**src/rtl/sas_pkg.sv**
```systemverilog
// sas_pkg: constants for the sar converter sequencer
// assumes an 8-bit register map reached over 32-bit wishbone words
package sas_pkg;
  localparam int          SAS_RES_W        = 10;
  localparam int          SAS_CH_N         = 6;
  localparam int          SAS_ADR_W        = 16;
  // printed offsets are word-granular indexes; byte address is index * 4
  localparam logic [15:0] SAS_IDX_RES_LOW  = 16'hf2d0;
  localparam logic [15:0] SAS_IDX_RES_HIGH = 16'hf2d1;
  localparam logic [15:0] SAS_IDX_CONTROL  = 16'hf2f1;
  localparam logic [15:0] SAS_IDX_CHANNEL  = 16'hf2f2;
  localparam logic [7:0]  SAS_RESET_VAL    = 8'h00;
  localparam int          SAS_RUN_BIT      = 0;
  localparam int          SAS_LOW_SHIFT    = 6;
  // analog settle time per approximation step
  localparam int          SAS_STEP_NS      = 100;
  localparam int          SAS_CLK_NS       = 50;
  localparam int          SAS_STEP_CYC     = (SAS_STEP_NS + SAS_CLK_NS - 1) / SAS_CLK_NS;
  typedef enum logic [1:0] {
    SAS_IDLE = 2'b00,
    SAS_STEP = 2'b01,
    SAS_HOLD = 2'b10
  } sas_state_e;
endpackage

```
**src/rtl/sas_res_if.sv**
```systemverilog
// sas_res_if: result hand-over between sequencer and result store
// assumes one clock shared by both ends
`timescale 1ns/10ps
interface sas_res_if;
  logic       load;
  logic [9:0] value;
  logic [7:0] high;
  logic [7:0] low;
  modport seq (output load, output value, input high, input low);
  modport store (input load, input value, output high, output low);
endinterface

```
**src/rtl/sas_result_store.sv**
```systemverilog
// sas_result_store: holds the conversion result split over two bytes
// assumes load is a one-cycle pulse from the sequencer
`timescale 1ns/10ps
module sas_result_store
  import sas_pkg::*;
(
  input  wire logic clk_i,
  input  wire logic rst_i,
  sas_res_if.store  res
);
  logic [7:0] high_reg;
  logic [7:0] low_reg;

  // both bytes updated together, only on completion
  always_ff @(posedge clk_i) begin
    if (rst_i) begin
      high_reg <= SAS_RESET_VAL;
      low_reg  <= SAS_RESET_VAL;
    end else if (res.load) begin
      high_reg <= res.value[9:2];
      low_reg  <= {res.value[1:0], 6'h00};
    end
  end

  assign res.high = high_reg;
  assign res.low  = low_reg;

  a_result_hold: assert property (@(posedge clk_i) disable iff (rst_i)
    !res.load |=> $stable(high_reg) && $stable(low_reg))
    else $error("result changed without completion");
endmodule

```
**src/rtl/sas_seq.sv**
```systemverilog
// sas_seq: wishbone-controlled sequencer for a 10-bit sar converter
// assumes an analog core giving a comparator answer per trial code
`timescale 1ns/10ps
// Operation
// - high result byte holds result bits 9..2, read only.
// - low result byte holds result bits 1..0 in bits 7..6.
// - results reset to zero, load only at conversion completion.
// - run bit 0 writes one to start, zero to stop; resets zero.
// - channel register bits 0..5 enable inputs; bits 7..6 read zero.
// - run with no channel powers converter, no conversion, run stays one.
// - on finish store result and raise conversion done interrupt.
// - channel latched at start and used until completion.
// - results unchanged when no channel is enabled.
module sas_seq
  import sas_pkg::*;
#(
  parameter int STEP_CYC = SAS_STEP_CYC
) (
  input  wire logic        clk_i,
  input  wire logic        rst_i,
  input  wire logic        cyc_i,
  input  wire logic        stb_i,
  input  wire logic        we_i,
  input  wire logic [17:0] adr_i,
  input  wire logic [3:0]  sel_i,
  input  wire logic [31:0] dat_i,
  output logic      [31:0] dat_o,
  output logic             ack_o,
  output logic             err_o,
  input  wire logic        comp_i,
  output logic      [9:0]  trial_o,
  output logic      [5:0]  channel_o,
  output logic             powered_o,
  output logic             sample_o,
  output logic             conversion_done_irq_o
);
  sas_state_e  state_reg, state_next;
  logic        run_reg;
  logic [5:0]  chan_reg;
  logic [5:0]  lat_reg;
  logic [9:0]  sar_reg;
  logic [3:0]  bit_reg;
  logic [7:0]  cnt_reg;
  logic        ack_reg;
  logic [31:0] dat_reg;
  logic        irq_reg;
  sas_res_if   res ();

  // address decode
  wire        req      = cyc_i && stb_i && !ack_reg;
  wire [15:0] idx      = adr_i[17:2];
  wire        hit_low  = idx == SAS_IDX_RES_LOW;
  wire        hit_high = idx == SAS_IDX_RES_HIGH;
  wire        hit_ctl  = idx == SAS_IDX_CONTROL;
  wire        hit_chn  = idx == SAS_IDX_CHANNEL;
  wire        hit      = hit_low || hit_high || hit_ctl || hit_chn;
  wire        wr_ctl   = req && we_i && sel_i[0] && hit_ctl;
  wire        wr_chn   = req && we_i && sel_i[0] && hit_chn;
  wire [7:0]  rd_byte  = hit_low  ? res.low :
                         hit_high ? res.high :
                         hit_ctl  ? {7'h00, run_reg} :
                         hit_chn  ? {2'b00, chan_reg} : 8'h00;
  wire        any_chan = |chan_reg;
  wire        step_end = state_reg == SAS_STEP && cnt_reg == 8'(STEP_CYC - 1);
  wire        last_bit = bit_reg == 4'h0;
  wire        finish   = step_end && last_bit;
  // set wins over the automatic clear
  wire        run_next = wr_ctl ? dat_i[SAS_RUN_BIT] :
                         finish ? 1'b0 : run_reg;

  // bus answer one cycle after the request
  always_ff @(posedge clk_i) begin
    if (rst_i) begin
      ack_reg <= 1'b0;
      dat_reg <= 32'h0000_0000;
    end else begin
      ack_reg <= req;
      dat_reg <= hit ? {24'h000000, rd_byte} : 32'h0000_0000;
    end
  end
  assign ack_o = ack_reg && cyc_i;
  assign err_o = 1'b0;
  assign dat_o = dat_reg; // registered, zero when unmapped

  // control and channel registers
  always_ff @(posedge clk_i) begin
    if (rst_i) begin
      run_reg  <= 1'b0;
      chan_reg <= 6'h00;
    end else begin
      run_reg <= run_next;
      if (wr_chn) begin
        chan_reg <= dat_i[5:0];
      end
    end
  end

  // sequencer next state
  always_comb begin
    state_next = state_reg;
    case (state_reg)
      SAS_IDLE: begin
        if (run_reg && any_chan) begin
          state_next = SAS_STEP;
        end
      end
      SAS_STEP: begin
        if (!run_reg) begin
          state_next = SAS_IDLE;
        end else if (finish) begin
          state_next = SAS_HOLD;
        end
      end
      SAS_HOLD: begin
        state_next = SAS_IDLE;
      end
      default: begin
        state_next = SAS_IDLE;
      end
    endcase
  end

  // approximation datapath, msb first
  always_ff @(posedge clk_i) begin
    if (rst_i) begin
      state_reg <= SAS_IDLE;
      lat_reg   <= 6'h00;
      sar_reg   <= 10'h000;
      bit_reg   <= 4'h0;
      cnt_reg   <= 8'h00;
      irq_reg   <= 1'b0;
    end else begin
      state_reg <= state_next;
      irq_reg   <= finish && run_reg;
      if (state_reg == SAS_IDLE) begin
        lat_reg <= chan_reg;
        sar_reg <= 10'(1 << (SAS_RES_W - 1));
        bit_reg <= 4'(SAS_RES_W - 1);
        cnt_reg <= 8'h00;
      end else if (state_reg == SAS_STEP) begin
        cnt_reg <= step_end ? 8'h00 : cnt_reg + 8'h01;
        if (step_end) begin
          sar_reg[bit_reg] <= comp_i;
          if (!last_bit) begin
            sar_reg[bit_reg - 4'h1] <= 1'b1;
            bit_reg <= bit_reg - 4'h1;
          end
        end
      end
    end
  end

  // completed value handed to the result store
  assign res.load  = finish && run_reg;
  always_comb begin
    res.value          = sar_reg;
    res.value[bit_reg] = comp_i;
  end

  sas_result_store u_store (
    .clk_i (clk_i),
    .rst_i (rst_i),
    .res   (res)
  );

  assign trial_o               = sar_reg;
  assign channel_o             = lat_reg;
  assign powered_o             = run_reg;
  assign sample_o              = state_reg == SAS_STEP;
  assign conversion_done_irq_o = irq_reg;

  a_idle_no_conv: assert property (@(posedge clk_i) disable iff (rst_i)
    state_reg == SAS_IDLE && run_reg && !any_chan && !wr_ctl |=> run_reg && state_reg == SAS_IDLE)
    else $error("conversion ran with no channel");
  a_run_clear: assert property (@(posedge clk_i) disable iff (rst_i)
    finish && run_reg && !wr_ctl |=> !run_reg)
    else $error("run bit not cleared at completion");
  a_done_irq: assert property (@(posedge clk_i) disable iff (rst_i)
    res.load |=> conversion_done_irq_o)
    else $error("done interrupt missing");
  a_channel_latch: assert property (@(posedge clk_i) disable iff (rst_i)
    state_reg == SAS_STEP |=> $stable(lat_reg))
    else $error("latched channel changed mid conversion");
  a_ctl_write: assert property (@(posedge clk_i) disable iff (rst_i)
    wr_ctl |=> run_reg == $past(dat_i[SAS_RUN_BIT]))
    else $error("run bit write lost");
  a_chan_read: assert property (@(posedge clk_i) disable iff (rst_i)
    req && !we_i && hit_chn |=> dat_o[7:6] == 2'b00 && dat_o[5:0] == chan_reg)
    else $error("channel readback wrong");
  a_high_read: assert property (@(posedge clk_i) disable iff (rst_i)
    res.load |=> res.high == $past(res.value[9:2]) && res.low[7:6] == $past(res.value[1:0]))
    else $error("result split wrong");
  a_no_chan_keep: assert property (@(posedge clk_i) disable iff (rst_i)
    state_reg == SAS_IDLE && !any_chan |=> $stable(res.high) && $stable(res.low))
    else $error("result changed with no channel");
  a_bits_msb: assert property (@(posedge clk_i) disable iff (rst_i)
    state_reg == SAS_IDLE && state_next == SAS_STEP |=> bit_reg == 4'(SAS_RES_W - 1))
    else $error("conversion not msb first");

  c_conv_done: cover property (@(posedge clk_i) res.load);
  c_stop: cover property (@(posedge clk_i) state_reg == SAS_STEP && !run_reg);
  c_no_chan: cover property (@(posedge clk_i) run_reg && !any_chan);
endmodule

```
**config.mk**
```make
export PLATFORM = sky130hd
export DESIGN_NAME = sas_seq
export DESIGN_NICKNAME = d
export VERILOG_FILES = /design/src/rtl/sas_pkg.sv /design/src/rtl/sas_res_if.sv /design/src/rtl/sas_result_store.sv /design/src/rtl/sas_seq.sv
export SDC_FILE = /design/constraint.sdc
export NUM_CORES = 1
export LEC_CHECK = 0
export BUFFER_PORTS_ARGS = -buffer_cell sky130_fd_sc_hd__buf_4
export CAP_MARGIN = 20
export CORE_UTILIZATION = 40
export CTS_CLUSTER_DIAMETER = 80
export DETAILED_ROUTE_END_ITERATION = 6
export PLACE_DENSITY = 0.75
export REMOVE_ABC_BUFFERS = 1
export SYNTH_ARGS = -nofsm -noshare
export SYNTH_HDL_FRONTEND = slang
export SYNTH_SLANG_ARGS = --single-unit
```
**constraint.sdc**
```tcl
create_clock -name clk_i -period 2.2 [get_ports clk_i]
set_input_delay 0.11 -clock clk_i [delete_from_list [all_inputs] [get_ports clk_i]]
set_output_delay 0.11 -clock clk_i [all_outputs]
set_load 0.1 [all_outputs]
```
; ---- Word-level counts from Yosys, hierarchy flattened
; Index checks and enable logic that the tools add are counted.
[word_totals]
word_cells = 87
in_bits = 60
reg_bits = 81
[op_classes]
bitwise_logic = 3
eq_ne = 9
order_cmp = 4
addsub = 2
muxes = 24
reduce_logical = 30
[op_table]
columns = cell, n
row1 = "== test 16 bit, second input constant", 4
row2 = two-way mux 10 bit, 4
row3 = two-way mux 8 bit, 3
row4 = two-way mux 4 bit, 4
row5 = logical AND 1 bit, 13
row6 = two-way mux 6 bit, 2
row7 = bitwise mux 10 bit, 1
row8 = "< comparator 4 x 5 -> 1 bit, second input constant", 2
row9 = bitwise OR 10 bit, 1
row10 = "adder 8 x 1 -> 8 bit, second input constant", 1
row11 = demux 1 bit (select 4 bit), 2
row12 = "== test 8 x 1 -> 1 bit, second input constant", 1
row13 = "greater-or-equal comparator 4 x 1 -> 1 bit, second input constant", 2
row14 = two-way mux 2 bit, 3
row15 = AND reduction 2 bit, 3
row16 = AND reduction 3 bit, 2
row17 = nonzero test 2 bit, 3
row18 = OR reduction 6 bit, 1
row19 = zero test 4 bit, 1
row20 = two-way mux 1 bit, 4
row21 = one-hot mux 2 bit (2 select lines), 1
row22 = OR reduction 2 bit, 2
row23 = "subtractor 4 x 1 -> 4 bit, second input constant", 1
row24 = logical OR 1 bit, 3
row25 = other kinds (7), 8

; ---- Longest topological paths before layout
; Gate-level depths: netlist of the first run.
[depth]
depth_word = 10
mapped_depth = 9

; ---- Hierarchy
; A second synthesis of the first run with hierarchy kept.
[hier_totals]
hier_cells = 362
area_unflattened_um2 = 3093.0
[modules_own_cells]
columns = mod, instances, area_each_um2, cells_each
row1 = sas_seq, 1, 2691.3, 323
row2 = sas_result_store, 1, 401.6, 39

; ---- Worst setup path before layout of the first run
; No wires, ideal clock.
[synth_timing]
kind = register to register
from = register state_reg[1]
to = register bit_reg[3]
setup_ps = 95
t_arrival_ps = 2485
stages_incl_launch_ff = 8
path_slack_ps = -381
path_cell_list = dfxtp_1 nand2b_1 clkbuf_1 inv_1 nand3_1 or4_1 xnor2_1 a221oi_1
[synth_between]
elab_chain_cells = 4
[synth_rtl]
columns = item, line
row1 = start: declaration, sas_seq.sv:37  ; sas_state_e state_reg, state_next;
row2 = start signal: assignment, sas_seq.sv:133  ; state_reg <= state_next;
row3 = == test 2 x 1 -> 1 bit (*), --
row4 = via sample_o, sas_seq.sv:34  ; output logic sample_o,
row5 = logical AND 1 bit, sas_seq.sv:64  ; wire step_end = state_reg == SAS_STEP && cnt_reg == 8'(STEP_CYC - 1);
row6 = nonzero test 2 bit (no line), --
row7 = AND reduction 3 bit (no line) (*), --
row8 = end signal: assignment, sas_seq.sv:138  ; bit_reg <= 4'(SAS_RES_W - 1);
row9 = end signal: assignment, sas_seq.sv:146  ; bit_reg <= bit_reg - 4'h1;
row10 = end: declaration, sas_seq.sv:42  ; logic [3:0] bit_reg;
; The timed path passes the listed nets; every way through them passes the cells marked *.
; A chain may end at the register's enable or synchronous reset.

; ---- Worst setup path in the final report of the first run
[layout_timing]
from = register cnt_reg[0]
to = register bit_reg[3]
[layout_between]
elab_chain_cells = 4
[layout_rtl]
columns = item, line
row1 = start: declaration, sas_seq.sv:43  ; logic [7:0] cnt_reg;
row2 = start signal: assignment, sas_seq.sv:141  ; cnt_reg <= step_end ? 8'h00 : cnt_reg + 8'h01;
row3 = == test 8 x 1 -> 1 bit, sas_seq.sv:64
row4 = logical AND 1 bit, sas_seq.sv:64
row5 = nonzero test 2 bit (no line), --
row6 = AND reduction 3 bit (no line), --
; Every way passes these cells.

==> results of run 1 <==
-- cell type report --
cell class              instances  share of cell area
clock buffers                   9              0.0345
clock inverters                 7              0.0285
inverters                      15              0.0157
multi-input cells             242               0.418
flip-flops and latches         57               0.317
well taps                      96              0.0334
repair buffers                 72               0.152
-- Yosys cell counts (7+ instances only) --
cell type and instances:
dfxtp_1 57, nand2_1 34, nor2_1 27, buf_4 25, mux2i_1 23, o21ai_0 19
a21oi_1 17, inv_1 15, clkbuf_1 14, ha_1 8, nor2b_1 8, nor3_1 8
nand3_1 7
-- stage by stage --
step           area [sq um]  TNS [ps]  power [mW]
2_1_floorplan          2690     -6480        1.34
6_report               3590         0        2.52
5_1_grt                3590     -34.8        2.60
4_1_cts                3580         0        2.53
3_5_place_dp           3330      -108        1.42
3_3_place_gp           3330         0        1.42
-- timing repair --
action,CTS,global route
hold buffers,3,0
hold endpoints to repair,3,0
endpoints found under the setup margin,0,3
resized for setup,0,2
-- kinds of logic after synthesis --
| kind of cell | after synthesis | synth area share |
|---|---|---|
| AND/OR/NAND/NOR | 119 | 0.218 |
| AO/OA/AOI/OAI | 59 | 0.130 |
| flip-flops | 57 | 0.400 |
| buffers and inverters | 56 | 0.110 |
| multiplexers | 25 | 0.0885 |
| adder cells (fa/ha/maj) | 8 | 0.0351 |
| XOR/XNOR | 6 | 0.0184 |
| other | 1 | 0.00131 |
-- final timing paths --
path                         endpoint  slack [ps]
setup / recovery           bit_reg[3]         110
hold / removal            chan_reg[0]          20
setup reg to reg           bit_reg[3]         110
hold reg to reg   u_store.res.high[6]         460
-- layer usage --
metal | global-route usage | vias to the layer above | part of all wire
li1 | - | 1233 | -
met5 | 0 | - | 0
met2 | 0.290 | 76 | 0.47
met4 | 0.0742 | 0 | 0.0083
met1 | 0.237 | 1141 | 0.46
met3 | 0.0486 | 4 | 0.059
-- worst max-delay path, cell delays in order, from the launching register on --
cell      delay (ps)
dfxtp_1          420
ha_1             180
nor4b_2          300
nand3_1          160
or4_1            550
xnor2_1          150
a221oi_1         240
-- report_power, final --
part / total [mW] / internal (mW) / switching, mW
Combinational: 0.369 / 0.0825 / 0.286
Sequential: 1.04 / 1.04 / 0.00548
Clock: 1.11 / 0.646 / 0.459
Total: 2.52 / 1.77 / 0.751
==> metrics.md, run 1 <==
| Metric | Value |
|---|---|
| Most frequent cells in the layout | `69 x buf_4, 57 x dfxtp_1, 34 x nand2_1, 27 x nor2_1, 25 x conb_1` |
| Largest net degree at the start of global routing | `37` |
| TritonCTS buffer count | `9` |
| Initial Utilization | `0.418` |
| Top-Level Pins | `113` |
| Hold Crit Start | `dat_i[0]` |
| Die area | `7480 sq um` |
| Worst Setup End Kind | `flop` |
| Fmax | `479 MHz` |
| GRT Total Usage | `0.183` |
| Worst EP arrival | `2330 ps` |
| Vias in the first global route | `2230` |
| Final core occ | `0.526` |
| Core Area | `6830 sq um` |
| Slew Limit Headroom | `0.615` |
| CP Max Fanout | `5` |
| PwrDens | `700 nW/um^2` |
| Post-Syn Instances | `331` |
| Max reg flops | `10` |
| Post-route DRC violation count | `0` |
| Critical Path Source | `cnt_reg[0]` |
| First-pass DRT Iterations | `4` |
| Placed insts | `479` |
| Final HPWL DP | `4780 um` |
| Register area | `1140 sq um` |
| Share of layout cells above drive strength 1 | `0.244` |
| Layout area overhead | `25.9%` |
| Post-CTS Setup Inserts | `0` |
| Final setup viols | `0` |
| Initial antenna violation count | `0` |
| Antenna diodes | `0` |
| Vias per cell | `4.93` |
| IO Port Bufs | `56` |
| Final period util | `0.950` |
| Top cells by area, synth | `dfxtp_1 40%, mux2i_1 8.1%, buf_4 6.6%` |
| Async S/R FF share, synth | `0` |
| Hold Violations, Final | `0` |
| Clk_lat worst skew | `340 ps` |
| R2R depth | `6` |
| Crit Path Category | `reg -> reg` |
| Die X | `86.5 um` |
| FP Rows | `30` |
| Min cycle time layout | `2090 ps` |
| Final Wtd Congestion | `0.906` |
| WP data required | `2440 ps` |
| Die height | `86.5 um` |
| Worst Skew | `8.03 ps` |
| Vias post-DR | `2454` |
| Area of the multi-input gates | `1500 sq um` |
| H-tree levels | `3` |
| Worst-Margin Slew | `575 ps` |
| Worst flop-to-flop path startpoint | `cnt_reg[0]` |
| Clock tree sinks | `57` |
| CTS tree | `yes` |
| CTS root buffer | `clkbuf_8` |
| Max Buffers Root-to-Sink | `2` |
| Hold-critical path depth | `3` |
| Avg Synthesized Cell Area | `8.63 sq um` |
| ANT nets after route | `0` |
| Most common cell after layout, fill and taps aside | `buf_4` |
| Max-Cap Viols | `0` |
| Clock transition at path regs | `70 ps` |
| Final Max Slew Viols | `0` |
| Max rail drop VDD | `0.366 mV` |
| Final Net Count | `465` |
| Global-route wire length before repair | `10600 um` |
| Pre-CTS WS | `-30.4 ps` |
| Status | `finished, final reports clean` |
| Grt total ovfl | `0` |
| Final worst slack | `111 ps` |
| Post-synth EDFFs | `0` |
| Main flop type after synthesis | `dfxtp_1` |
| Library cells used by synthesis | `45` |
| Post-synth top area cell | `dfxtp_1` |
| Starting DRT DRC Count | `139` |
| FF+latch count, synth | `57` |
| Crit start category | `flop` |
| Fillers | `645` |
| Detailed Route WL | `6590 um` |
| Hold Path Class | `in -> reg` |
| Lkg Pwr | `1.52 nW` |
| Fin cells | `498` |
| Yosys warns | `0` |
| Post-Syn Area | `2860 sq um` |
| Yosys top cell area share | `0.400` |
| WHS | `19.1 ps` |
| WL/cell | `13.2 um` |
| Register area share after synthesis | `0.400` |
No activity file was read; power rests on OpenSTA's default activity.
==> run 2, diff against run 1 <==
--- a/config.mk
+++ b/config.mk
@@ -10,6 +10,7 @@
 export CORE_UTILIZATION = 40
 export CTS_CLUSTER_DIAMETER = 80
 export DETAILED_ROUTE_END_ITERATION = 6
+export HOLD_SLACK_MARGIN = 0.12
 export PLACE_DENSITY = 0.75
 export REMOVE_ABC_BUFFERS = 1
 export SYNTH_ARGS = -nofsm -noshare
==> run 2 against run 1 <==
Effect of this change:
- sequential share of layout area down 0.88 points
- non-clock buffer count up 10
- clock power about the same
- clock-buffer cell count unchanged
- via count up 2.4%
- critical path depth unchanged
- critical path type unchanged
- largest cell class unchanged
- highest routed layer unchanged
==> metrics.md, run 2 (synthesis gave the netlist of run 1 again) <==
| Metric | Value |
|---|---|
| Status | `finished, final reports clean` |
| Starting DRT DRC Count | `128 (-7.9%)` |
| Die area | `7480 sq um (unchanged)` |
| Max rail drop VDD | `0.370 mV (+1.3%)` |
| Layout area overhead | `29.5%` |
| Slew Limit Headroom | `0.606 (-0.00945)` |
| Vias per cell | `4.95 (+0.43%)` |
| CTS root buffer | `clkbuf_8` |
| Initial Utilization | `0.418 (unchanged)` |
| Met2 Use GR | `0.298 (+0.00794)` |
| Worst EP arrival | `2320 ps (about the same)` |
| Die height | `86.5 um (unchanged)` |
| Final period util | `0.947 (-0.00305)` |
| Largest net degree at the start of global routing | `37 (unchanged)` |
| First-pass DRT Iterations | `5 (+1)` |
| PwrDens | `685 nW/um^2 (-2.1%)` |
| Fmax | `480 MHz (+0.32%)` |
| Post-route cell area | `3700 sq um (+2.9%)` |
| Core Area | `6830 sq um (unchanged)` |
| Antenna diodes | `0 (unchanged)` |
| Hold Violations, Final | `0 (unchanged)` |
| Worst reg2reg setup slack | `120 ps (about the same)` |
| Fillers | `631 (-2.2%)` |
| WP data required | `2440 ps (about the same)` |
| Global-route wire length before repair | `10800 um (+2.3%)` |
| Max-Cap Viols | `0 (unchanged)` |
| Clk_lat worst skew | `340 ps (about the same)` |
| Final Wtd Congestion | `0.906 (unchanged)` |
| Vias in the first global route | `2284 (+2.4%)` |
| Met1 Usage GRT | `0.241 (+0.00474)` |
| Worst-Margin Slew | `589 ps (+14.1 ps)` |
| Crit Path Category | `reg -> reg` |
| WL/cell | `13.2 um (-0.48%)` |
| Final worst slack | `117 ps (+6.71 ps)` |
| Area after DPL | `3330 sq um (unchanged)` |
| Final Net Count | `475 (+2.2%)` |
| Final setup viols | `0 (unchanged)` |
| Lkg Pwr | `1.56 nW (+2.9%)` |
| Hold Path Class | `in -> reg` |
| Clock tree sinks | `57 (unchanged)` |
| Post-CTS Setup Inserts | `0 (unchanged)` |
| Die X | `86.5 um (unchanged)` |
| Detailed Route WL | `6690 um (+1.5%)` |
| Area of the multi-input gates | `1510 sq um (+0.17%)` |
| TritonCTS buffer count | `9 (unchanged)` |
| Slowest stage delay, CP | `550 ps (about the same)` |
| Worst Setup End Kind | `flop` |
| Initial antenna violation count | `0 (unchanged)` |
| Most common cell after layout, fill and taps aside | `buf_4` |
| Pre-CTS WS | `-30.4 ps (unchanged)` |
| Max Buffers Root-to-Sink | `2 (unchanged)` |
| Final HPWL DP | `4780 um (unchanged)` |
| Crit start category | `flop` |
| Share of layout cells above drive strength 1 | `0.238 (-0.00592)` |
| CP Max Fanout | `5 (unchanged)` |
| Setup TNS | `0 ps (unchanged)` |
| FP Rows | `30 (unchanged)` |
| Clock transition at path regs | `70 ps (about the same)` |
| CP max-delay cell | `or4_1` |
| Fin cells | `508 (+2.0%)` |
| WHS | `158 ps (+138 ps)` |
| H-tree levels | `3 (unchanged)` |
| Min cycle time layout | `2080 ps (-6.71 ps)` |
| GRT Total Usage | `0.187 (+0.00365)` |
| Grt total ovfl | `0 (unchanged)` |
| Worst Skew | `6.89 ps (-1.14 ps)` |
| Register area | `1140 sq um (unchanged)` |
| ANT nets after route | `0 (unchanged)` |
| IO Port Bufs | `56 (unchanged)` |
| Placed insts | `479 (unchanged)` |
| Post-route DRC violation count | `0 (unchanged)` |
| Top-Level Pins | `113 (unchanged)` |
| Vias post-DR | `2514 (+2.4%)` |
| Final Max Slew Viols | `0 (unchanged)` |
| Max reg flops | `10 (unchanged)` |
| Busiest grt layer | `met2` |
| Met3 Usage GRT | `0.0476 (-0.000952)` |
| CTS tree | `yes` |
| Worst path cell trace | `ha_1, nor4b_2, nand3_1, or4_1, xnor2_1, a221oi_1` |
| Most frequent cells in the layout | `69 x buf_4, 57 x dfxtp_1, 34 x nand2_1, 27 x nor2_1, 25 x conb_1` |
[run 2: changes by cell type in the layout (fill, tap and decap cells not counted)]
cell / before / now
or4_4: 2 / 3
dlygate4sd3_1: 3 / 13
or4_2: 1 / 0
[run 2: cell type report]
type,instances,area share
clock inverters,7,0.0277
clock buffers,9,0.0335
repair buffers,82,0.175
flip-flops and latches,57,0.309
inverters,15,0.0152
well taps,96,0.0325
multi-input cells,242,0.407
[run 2: per-layer routing]
metal,vias to the layer above,part of all wire
met5,-,0
met4,0,0.015
met3,10,0.048
met2,67,0.48
met1,1183,0.46
li1,1254,-
[run 2: through the flow]
stage / total power [mW] / util
floorplan: 1.34 / -
global placement: 1.42 / 0.487
detailed placement: 1.42 / 0.487
CTS: 2.55 / 0.539
global route: 2.61 / 0.541
finish: 2.53 / 0.541
[run 2: worst max-delay path: cells and delay by family, from the launching register on]
kind,cells,cell delay [ps]
adder cells (fa/ha/maj),1,180
XOR/XNOR,1,150
AND/OR/NAND/NOR,3,1010
flip-flops,1,410
AO/OA/AOI/OAI,1,240
[run 2: worst paths after layout]
| kind | from | to | cells past startpoint |
|---|---|---|---|
| setup / recovery | cnt_reg[0] | bit_reg[3] | 6 |
| setup reg to reg | cnt_reg[0] | bit_reg[3] | 6 |
| hold reg to reg | u_store.res.high[6] | u_store.res.high[6] | 2 |
| hold / removal | rst_i | u_store.res.low[7] | 2 |
[run 2: timing repair]
action                                  4_1_cts  5_1_grt
hold buffers                                 13        0
endpoints found under the setup margin        0        4
resized for setup                             0        3
endpoints found under the hold margin        11        0
[run 2: power by group]
group	switching [mW]	internal, mW
registers	0.00570	1.04
clock network	0.462	0.646
logic	0.289	0.0930
total	0.757	1.78
